===== config.mk =====
export PLATFORM = sky130hd
export DESIGN_NAME = spi_frame_error_detect
export DESIGN_NICKNAME = d
export VERILOG_FILES = /design/src/spi_frame_pkg.sv /design/src/pin_sync.sv /design/src/spi_frame_error_detect.sv
export SDC_FILE = /design/constraint.sdc
export NUM_CORES = 1
export LEC_CHECK = 0
export BUFFER_PORTS_ARGS = -buffer_cell sky130_fd_sc_hd__buf_2
export CORE_ASPECT_RATIO = 1.25
export CORE_MARGIN = 2
export CORE_UTILIZATION = 45
export CTS_BUF_LIST = sky130_fd_sc_hd__clkbuf_2
export DETAILED_ROUTE_END_ITERATION = 6
export SLEW_MARGIN = 20
export SYNTH_ARGS = -nofsm -noshare
export SYNTH_HDL_FRONTEND = slang
export SYNTH_SLANG_ARGS = --single-unit

===== constraint.sdc =====
create_clock -name CLOCK -period 4.1 [get_ports CLOCK]
set_input_delay 0.41 -clock CLOCK [delete_from_list [all_inputs] [get_ports CLOCK]]
set_output_delay 0.41 -clock CLOCK [all_outputs]
set_load 0.03 [all_outputs]

===== src/spi_frame_pkg.sv =====
////////////////////////////////////////////////////////////////////////////////
// Purpose: shared constants, types and the response checksum for the SPI framing-error block
// Assumes: 200 MHz system clock; serial addresses are byte addresses, registers are 16-bit words
// Notes: checksum polynomial and seed are plain defaults
////////////////////////////////////////////////////////////////////////////////
package spi_frame_pkg;

    localparam int CLOCK_MHZ = 200;
    localparam int STRAY_WINDOW_NS = 70;
    // longest time, so it rounds down
    localparam int STRAY_WINDOW_CYCLES = (STRAY_WINDOW_NS * CLOCK_MHZ) / 1000;

    localparam logic [5:0] NOP_ADDR = 6'h00;
    localparam logic [5:0] ERROR_STATUS_HI_ADDR = 6'h24;
    localparam logic [5:0] ERROR_STATUS_LO_ADDR = 6'h25;

    localparam int REG_ID_LSB = 12;
    localparam int FLAG_WIDTH = 12;
    localparam int IER_BIT = 9;
    localparam int CRC_FLAG_BIT = 8;
    localparam logic [11:0] FLAGS_RESET = 12'h000;

    // packet field positions inside the 16-bit command word
    localparam int SYNC_BIT = 15;
    localparam int RW_BIT = 14;
    localparam int ADDR_LSB = 8;
    localparam logic RW_WRITE = 1'b1;

    localparam logic [4:0] LEN16 = 5'h10;
    localparam logic [4:0] LEN20 = 5'h14;
    localparam logic [4:0] LEN21 = 5'h15;
    localparam logic [4:0] EDGE_MAX = 5'h1f;

    localparam logic [3:0] CRC_POLY = 4'h3;
    localparam logic [3:0] CRC_SEED = 4'hf;

    typedef enum logic [1:0] {
        FMT_POWERUP = 2'b00,
        FMT_16 = 2'b01,
        FMT_20 = 2'b10,
        FMT_21 = 2'b11
    } format_type;

    typedef enum logic [1:0] {
        LINK_IDLE = 2'b00,
        LINK_FRAME = 2'b01,
        LINK_SETTLE = 2'b10
    } link_state_type;

    typedef struct packed {
        logic write;
        logic [5:0] addr;
        logic [7:0] data;
    } command_type;

    function automatic logic [3:0] crc4(input logic [15:0] data);
        logic [3:0] c;
        logic fb;
        c = CRC_SEED;
        for (int i = 15; i >= 0; i--) begin
            fb = c[3] ^ data[i];
            c = {c[2:0], 1'b0};
            if (fb) begin
                c = c ^ CRC_POLY;
            end
        end
        return c;
    endfunction

endpackage


===== src/pin_sync.sv =====
////////////////////////////////////////////////////////////////////////////////
// Purpose: two-flop synchroniser for a group of asynchronous pins
// Assumes: each bit is an independent level
// Notes: the first stage feeds only the second stage
////////////////////////////////////////////////////////////////////////////////
module pin_sync #(
    parameter int WIDTH = 1,
    parameter logic [WIDTH-1:0] RESET_VALUE = '0
) (
    input wire logic clock,
    input wire logic rst_n,
    input wire logic [WIDTH-1:0] d,
    output logic [WIDTH-1:0] q
);
    logic [WIDTH-1:0] meta;

    initial begin
        if (WIDTH < 1) begin
            $error("pin_sync needs at least one bit");
        end
    end

    always_ff @(posedge clock or negedge rst_n) begin
        if (!rst_n) begin
            meta <= RESET_VALUE;
            q <= RESET_VALUE;
        end else begin
            meta <= d;
            q <= meta;
        end
    end
endmodule


===== src/spi_frame_error_detect.sv =====
////////////////////////////////////////////////////////////////////////////////
// Purpose: SPI slave frame checker with the error status word, 16/20/21-bit packets
// Assumes: SCLK idles high, MOSI sampled on SCLK rise, MISO changes on SCLK fall
// Notes: pins are oversampled by CLOCK; SCLK must stay well below CLOCK/4
////////////////////////////////////////////////////////////////////////////////
module spi_frame_error_detect #(
    // register identifier value is arbitrary
    parameter logic [3:0] REGISTER_ID = 4'h0
) (
    input wire logic CLOCK,
    input wire logic RST_N,
    input wire logic SCLK,
    input wire logic CS_N,
    input wire logic MOSI,
    input wire logic CRC_CHECK_EN,
    input wire logic [11:0] FLAG_EVENTS,
    output logic MISO,
    output logic MISO_OE,
    output logic [15:0] ERROR_STATUS,
    output logic FRAMING_ERROR
);
    localparam int SETTLE_W = $clog2(spi_frame_pkg::STRAY_WINDOW_CYCLES + 1);
    localparam logic [SETTLE_W-1:0] SETTLE_LOAD = SETTLE_W'(spi_frame_pkg::STRAY_WINDOW_CYCLES);
    localparam logic [SETTLE_W-1:0] SETTLE_LAST = SETTLE_W'(1);
    localparam logic [SETTLE_W-1:0] AGE_LAST = SETTLE_W'(spi_frame_pkg::STRAY_WINDOW_CYCLES - 1);

    initial begin
        if (spi_frame_pkg::STRAY_WINDOW_CYCLES < 1) begin
            $error("stray window must be at least one cycle");
        end
    end

    ////////////////////////////////////////////////////////////////////////////
    // pin sampling and edge detection

    logic [2:0] pins_s;
    logic sclk_s;
    logic cs_n_s;
    logic mosi_s;
    logic sclk_d;
    logic cs_d;

    pin_sync #(.WIDTH(3), .RESET_VALUE(3'h6)) u_pin_sync (
        .clock(CLOCK),
        .rst_n(RST_N),
        .d({SCLK, CS_N, MOSI}),
        .q(pins_s)
    );

    assign sclk_s = pins_s[2];
    assign cs_n_s = pins_s[1];
    assign mosi_s = pins_s[0];

    always_ff @(posedge CLOCK or negedge RST_N) begin
        if (!RST_N) begin
            sclk_d <= 1'b1;
            cs_d <= 1'b1;
        end else begin
            sclk_d <= sclk_s;
            cs_d <= cs_n_s;
        end
    end

    logic fall;
    logic rise;
    logic frame_start;
    logic frame_end;
    logic selected;
    logic stray_fall;
    spi_frame_pkg::format_type format;

    assign fall = sclk_d & ~sclk_s;
    assign rise = ~sclk_d & sclk_s;
    assign frame_start = cs_d & ~cs_n_s;
    assign frame_end = ~cs_d & cs_n_s;
    assign selected = ~cs_n_s;
    // the 21-bit format stops the counter while deselected
    assign stray_fall = fall & cs_n_s & cs_d & (format != spi_frame_pkg::FMT_21);

    ////////////////////////////////////////////////////////////////////////////
    // in-frame counting and receive shifter

    logic [4:0] frame_edges;
    logic [4:0] stray_edges;
    logic [20:0] rx;

    always_ff @(posedge CLOCK or negedge RST_N) begin
        if (!RST_N) begin
            frame_edges <= 5'h00;
        end else if (frame_start) begin
            frame_edges <= 5'h00;
        end else if (selected && fall && frame_edges != spi_frame_pkg::EDGE_MAX) begin
            frame_edges <= frame_edges + 5'h01;
        end
    end

    always_ff @(posedge CLOCK or negedge RST_N) begin
        if (!RST_N) begin
            rx <= 21'h000000;
        end else if (frame_start) begin
            rx <= 21'h000000;
        end else if (selected && rise) begin
            rx <= {rx[19:0], mosi_s};
        end
    end

    // edges seen while deselected are charged to this die's next frame
    always_ff @(posedge CLOCK or negedge RST_N) begin
        if (!RST_N) begin
            stray_edges <= 5'h00;
        end else if (frame_end) begin
            stray_edges <= 5'h00;
        end else if (stray_fall && stray_edges != spi_frame_pkg::EDGE_MAX) begin
            stray_edges <= stray_edges + 5'h01;
        end
    end

    ////////////////////////////////////////////////////////////////////////////
    // frame evaluation at deselect

    logic [15:0] packet;
    logic [3:0] crc_rx;
    logic tail_bad;
    logic len_ok;
    spi_frame_pkg::format_type new_format;
    logic crc_ok;
    logic spurious;
    logic frame_bad;
    logic cmd_ok;
    logic crc_bad;
    spi_frame_pkg::command_type cmd;

    always_comb begin
        packet = 16'h0000;
        crc_rx = 4'h0;
        tail_bad = 1'b0;
        len_ok = 1'b1;
        new_format = format;
        case (frame_edges)
            spi_frame_pkg::LEN16: begin
                packet = rx[15:0];
                new_format = spi_frame_pkg::FMT_16;
            end
            spi_frame_pkg::LEN20: begin
                packet = rx[19:4];
                crc_rx = rx[3:0];
                new_format = spi_frame_pkg::FMT_20;
            end
            spi_frame_pkg::LEN21: begin
                // the trailing zero pushes the 20-bit frame up one place
                packet = rx[20:5];
                crc_rx = rx[4:1];
                tail_bad = rx[0];
                new_format = spi_frame_pkg::FMT_21;
            end
            default: begin
                len_ok = 1'b0;
            end
        endcase
    end

    assign crc_ok = (frame_edges == spi_frame_pkg::LEN16) || (spi_frame_pkg::crc4(packet) == crc_rx);
    assign spurious = (format == spi_frame_pkg::FMT_POWERUP) && (stray_edges != 5'h00);
    assign frame_bad = !len_ok || packet[spi_frame_pkg::SYNC_BIT] || tail_bad
                       || (stray_edges != 5'h00);
    // stray edges do not block the command itself
    assign cmd_ok = len_ok && !packet[spi_frame_pkg::SYNC_BIT] && !tail_bad
                    && (crc_ok || !CRC_CHECK_EN);
    assign crc_bad = CRC_CHECK_EN && ((len_ok && !crc_ok) || spurious);
    assign cmd.write = (packet[spi_frame_pkg::RW_BIT] == spi_frame_pkg::RW_WRITE);
    assign cmd.addr = packet[spi_frame_pkg::ADDR_LSB +: 6];
    assign cmd.data = packet[7:0];

    // power-up format counts strays so the first bus transaction is noticed
    always_ff @(posedge CLOCK or negedge RST_N) begin
        if (!RST_N) begin
            format <= spi_frame_pkg::FMT_POWERUP;
        end else if (frame_end && len_ok) begin
            format <= new_format;
        end
    end

    ////////////////////////////////////////////////////////////////////////////
    // settle window: a stray edge soon after deselect drops the command

    spi_frame_pkg::link_state_type link_state;
    spi_frame_pkg::command_type pending;
    logic pending_ok;
    logic discard;
    logic [SETTLE_W-1:0] settle_count;
    logic load;
    logic drop;
    logic commit_write;
    logic commit_read;

    assign load = (link_state == spi_frame_pkg::LINK_SETTLE) && (frame_start || settle_count == SETTLE_LAST);
    assign drop = discard || stray_fall;
    assign commit_write = load && pending_ok && !drop && pending.write;
    assign commit_read = load && pending_ok && !drop && !pending.write;

    always_ff @(posedge CLOCK or negedge RST_N) begin
        if (!RST_N) begin
            link_state <= spi_frame_pkg::LINK_IDLE;
            pending <= '0;
            pending_ok <= 1'b0;
            discard <= 1'b0;
            settle_count <= '0;
        end else begin
            case (link_state)
                spi_frame_pkg::LINK_IDLE: begin
                    if (frame_start) begin
                        link_state <= spi_frame_pkg::LINK_FRAME;
                    end
                end
                spi_frame_pkg::LINK_FRAME: begin
                    if (frame_end) begin
                        link_state <= spi_frame_pkg::LINK_SETTLE;
                        pending <= cmd;
                        pending_ok <= cmd_ok;
                        discard <= 1'b0;
                        settle_count <= SETTLE_LOAD;
                    end
                end
                spi_frame_pkg::LINK_SETTLE: begin
                    if (load) begin
                        link_state <= frame_start ? spi_frame_pkg::LINK_FRAME : spi_frame_pkg::LINK_IDLE;
                    end else begin
                        settle_count <= settle_count - SETTLE_LAST;
                        if (stray_fall) begin
                            discard <= 1'b1;
                        end
                    end
                end
                default: begin
                    link_state <= spi_frame_pkg::LINK_IDLE;
                end
            endcase
        end
    end

    ////////////////////////////////////////////////////////////////////////////
    // error status word

    logic [11:0] flags;
    logic [11:0] flag_set;
    logic [11:0] flag_clear;

    always_comb begin
        flag_set = FLAG_EVENTS;
        flag_clear = 12'h000;
        if (frame_end && frame_bad) begin
            flag_set[spi_frame_pkg::IER_BIT] = 1'b1;
        end
        if (frame_end && crc_bad) begin
            flag_set[spi_frame_pkg::CRC_FLAG_BIT] = 1'b1;
        end
        if (commit_write && pending.addr == spi_frame_pkg::ERROR_STATUS_HI_ADDR) begin
            flag_clear[11:8] = pending.data[3:0];
        end
        if (commit_write && pending.addr == spi_frame_pkg::ERROR_STATUS_LO_ADDR) begin
            flag_clear[7:0] = pending.data;
        end
    end

    // a new event wins over a write-one-to-clear in the same cycle
    always_ff @(posedge CLOCK or negedge RST_N) begin
        if (!RST_N) begin
            flags <= spi_frame_pkg::FLAGS_RESET;
        end else begin
            flags <= (flags & ~flag_clear) | flag_set;
        end
    end

    assign ERROR_STATUS = {REGISTER_ID, flags};
    assign FRAMING_ERROR = flags[spi_frame_pkg::IER_BIT];

    ////////////////////////////////////////////////////////////////////////////
    // response path

    logic [5:0] read_addr;
    logic [5:0] next_read_addr;
    logic [15:0] read_word;
    logic [3:0] read_crc;
    logic [20:0] tx;
    logic shift_tx;

    // a dropped read leaves the last valid address in place
    assign next_read_addr = commit_read ? pending.addr : read_addr;
    assign read_word = (next_read_addr[5:1] == spi_frame_pkg::ERROR_STATUS_HI_ADDR[5:1])
                       ? ERROR_STATUS : 16'h0000;
    assign read_crc = spi_frame_pkg::crc4(read_word);
    // 16-bit mode keeps shifting while deselected, which is how a stray edge corrupts the reply
    assign shift_tx = fall && (selected || (format == spi_frame_pkg::FMT_16 && cs_n_s && cs_d));

    always_ff @(posedge CLOCK or negedge RST_N) begin
        if (!RST_N) begin
            read_addr <= spi_frame_pkg::NOP_ADDR;
        end else if (commit_read) begin
            read_addr <= pending.addr;
        end
    end

    always_ff @(posedge CLOCK or negedge RST_N) begin
        if (!RST_N) begin
            tx <= 21'h000000;
        end else if (load) begin
            tx <= {read_word, read_crc, read_crc[3]};
        end else if (shift_tx) begin
            tx <= {tx[19:0], 1'b0};
        end
    end

    always_ff @(posedge CLOCK or negedge RST_N) begin
        if (!RST_N) begin
            MISO <= 1'b0;
        end else if (selected && fall) begin
            MISO <= tx[20];
        end
    end

    assign MISO_OE = selected;

    ////////////////////////////////////////////////////////////////////////////
    // checks

    // age of the settle window kept apart from settle_count, so the length check does not copy it
    logic [SETTLE_W-1:0] settle_age;

    always_ff @(posedge CLOCK or negedge RST_N) begin
        if (!RST_N) begin
            settle_age <= '0;
        end else if (link_state == spi_frame_pkg::LINK_SETTLE) begin
            settle_age <= settle_age + SETTLE_LAST;
        end else begin
            settle_age <= '0;
        end
    end
endmodule


==> run_results.csv <==
group,metric,value,unit
global_route,grt_max_degree,79,
sta,timing.fmax,270,MHz
sta,setup_slack,0.394,ns
global_route,overflow,0,
detailed_routing,wl_met1,5700,µm
synth,async_flop_share,100,%
setup_path,cp_slowest_stage_delay,0.50,ns
detailed_routing,wl_per_cell,16.0,µm
power,vdd_ir_drop_max,141,µV
clocking,htreeDepth,3,
setup_path,worstPathMaxFanout,10,
min_path,min_path_type,"input pin to register",
power,p_clk_share,26.0,%
power,power.internal,0.00138,W
run_status,outcome,"complete, no violations",
synth,yosysWarnings,0,
setup_path,end_kind,"register",
setup_path,r2r-end,"pending_ok$_DFFE_PN0P_",
final_layout,fin_nets,646,
synth,synth.yosys.seq_area_share,45.5,%
sta,finalHoldViolations,0,
placement,place_hpwl,9050,µm
die,num_rows,45,
clocking,cts_tree,"yes",
power,power.density,317,mW/mm²
sta,period_share,90.4,%
min_path,hold_end,"flags[8]$_DFF_PN0_",
sta,maxSlewViolCount,0,
placement,port-buffer-count,32,
global_route,grt_pass1_wl,21100,µm
placement,place_congestion,0.879,
setup_path,cp_cell_sequence,"inv_1, ha_1, nand3b_1, buf_4, nor2_1, nor3_2, a221oi_2, xnor3_2, xnor3_1, mux2_1, or3_1, a21oi_2, o21a_1",
synth,netlist_instances,590,
clocking,clockBufferDepth,2,
setup_path,critPathLaunchType,"register",
synth,ys_types,67,
placement,post-place-cells,755,
sta,relSlewSlack,51.1,%
global_route,grt_pass1_vias,4176,
detailed_routing,via_count,4217,
clocking,cts_resized,0,
die,initial_utilization,46.5,%
job,cap_violations,0,
synth,syn_area_per_cell,9.63,µm²
sta,fin_skew,0.0405,ns
setup_path,worstReg2RegStart,"frame_edges[0]$_DFFE_PN0P_",
final_layout,final_cell_mix,"dfrtp_1 (97), nand2_1 (96), nor2_1 (46)",
synth,synth_edf_count,0,
clocking,cts.sinks,103,
synth,synth-main-ff-cell,"dfrtp_1",
clocking,cts_root_buf,"clkbuf_2",
clocking,clk_pin_slew,0.27,ns
power,pwr-share-seq,60.8,%
detailed_routing,viasPerCell,5.34,
sta,finalCriticalPeriod,3.71,ns
final_layout,final_common_cell,"dfrtp_1",
clocking,clk_latency,0.62,ns
synth,synth-seq-cells,103,
setup_path,arrival,4.27,ns
detailed_routing,routed_wl,12600,µm
sta,rsz0062_at_grt,"no",
setup_path,critPathSlowestCell,"dfrtp_1",
sta,tightest_slew,0.734,ns
detailed_routing,ant_nets,0,
power,combPwrFrac,13.2,%
setup_path,r2r_slack,0.39,ns
final_layout,layout-drive-gt1-share,14.1,%
die,die_y,130,µm
die,core,0.0122,mm²
detailed_routing,dr.max_layer_used,"met4",
global_route,grt_usage,19.7,%
sta,tns,0,ns
die,io_pins,37,
power,power.switching,0.000585,W
setup_path,worstRegToRegCells,13,
min_path,min-delay-start,"FLAG_EVENTS[8]",
die,die_w,105,µm
global_route,antenna_found_initial,1,
clocking,cts_made_buffers,9,
detailed_routing,drtIter0Drc,200,
detailed_routing,drc,0,
final_layout,final_cells,789,
detailed_routing,wl_met3,319,µm
detailed_routing,wl_met2,6400,µm
synth,syn_area,0.00568,mm²
power,p_sw_share,29.7,%
final_layout,area_growth,9.20,%
die,dieArea,0.0136,mm²
setup_path,crit_type,"register to register",
sta,finalSetupViolations,0,
power,leakage,2.52,nW
placement,dp_slack,0.267,ns
detailed_routing,dr.pass1.iters,6,
min_path,hold_path_depth,3,
final_layout,fin_util,50.8,%
setup_path,cp.required,4.66,ns
-- metrics by stage --
step / instance area, µm² / hold slack [ns] / total power [W]
after global routing: 6210 / 0.00959 / 0.00208
after floorplan: 5700 / 0.114 / 0.00138
after global placement: 5910 / 0.337 / 0.00145
final: 6210 / 0.0267 / 0.00197
after detailed placement: 5910 / 0.339 / 0.00147
after CTS: 6190 / 0.00430 / 0.00199
-- state kept, by name (all words and copies together) (netlist names), 3 cells and up --
name,cells
flags,12
frame_edges,5
pending,15
read_addr,5
rx,21
settle_count,4
stray_edges,5
tx,21
u_pin_sync.meta,3
u_pin_sync.q,3
-- synth_stat cells, drive strengths merged, types with 6 or more instances --
library cell	instances	area (µm²)
a22o	6	52.6
dfstp	6	158
dfrtp	97	2430
nand3	16	80.1
nor2	47	179
mux2	8	90.1
mux2i	37	387
nand2b	7	46.3
a21oi	45	233
nand2	96	360
inv	8	30.0
buf	17	125
clkbuf	24	90.1
ha	9	113
xnor2	30	270
and2	6	37.5
o21ai	39	195
a21o	10	75.1
xor2	11	96.3
-- routing by layer --
layer | vias to the layer above | track usage [%]
li1 | 2081 | -
met4 | 0 | 7.79
met1 | 2050 | 24.9
met5 | - | 0
met3 | 13 | 2.36
met2 | 73 | 34.8
-- power by group through the flow --
stage,Clock [W],Combinational [W],Sequential (W)
after global routing,0.000574,0.000296,0.00121
after detailed placement,0,0.000253,0.00121
after CTS,0.000529,0.000265,0.00120
after floorplan,0,0.000191,0.00119
after global placement,0,0.000243,0.00121
final,0.000511,0.000260,0.00120
-- how the worst max path moves through the flow --
stage	slack [ns]	start	endpoint	cells after the start
floorplan	0.77	frame_edges[0]$_DFFE_PN0P_	flags[8]$_DFF_PN0_	14
global placement	0.38	frame_edges[0]$_DFFE_PN0P_	flags[8]$_DFF_PN0_	12
detailed placement	0.27	frame_edges[0]$_DFFE_PN0P_	flags[8]$_DFF_PN0_	12
CTS	0.19	frame_edges[0]$_DFFE_PN0P_	pending_ok$_DFFE_PN0P_	12
global route	0.21	frame_edges[0]$_DFFE_PN0P_	pending_ok$_DFFE_PN0P_	13
finish	0.39	frame_edges[0]$_DFFE_PN0P_	pending_ok$_DFFE_PN0P_	13
-- timing repair --
item / in CTS / in global routing
hold buffers: 15 / 0
setup endpoints to repair: 0 / 2
hold endpoints to repair: 85 / 0
setup buffers: 0 / 2
-- area by class of cell --
class                           instances  area (µm²)
Clock buffer                            9        45.0
Timing Repair Buffer                   56         384
Tap cell                              164         205
Sequential cell                       103        2580
Multi-Input combinational cell        441        2870
Antenna cell                            1        2.50
Inverter                                8        30.0
Fill cell                            1162        6010
Clock inverter                          7        81.3
-- critical path: cells and delay by family, from the launching register on --
kind                       cells  cell delay, ns
DFF                            1            0.50
buffers and inverters          2            0.28
xor gates and xnor gates       2            0.83
AOI/OAI and AO/OA              3            0.54
muxes                          1            0.33
adders and majority gates      1            0.33
and+or+nand+nor                4            0.88
-- cell families (layout without fill, tap and decap cells) --
| kind of cell | Yosys count | in the layout | share of synthesized area (%) |
|---|---|---|---|
| simple gates | 206 | 206 | 16.8 |
| buf+inv | 49 | 80 | 4.31 |
| flops | 103 | 103 | 45.5 |
| xor+xnor | 44 | 44 | 7.66 |
| compound gates | 132 | 132 | 14.8 |
| mux | 46 | 46 | 8.85 |
| other cells | 1 | 5 | 0.0660 |
| fa+ha+maj | 9 | 9 | 1.98 |
Power figures use the tool's default switching activity.
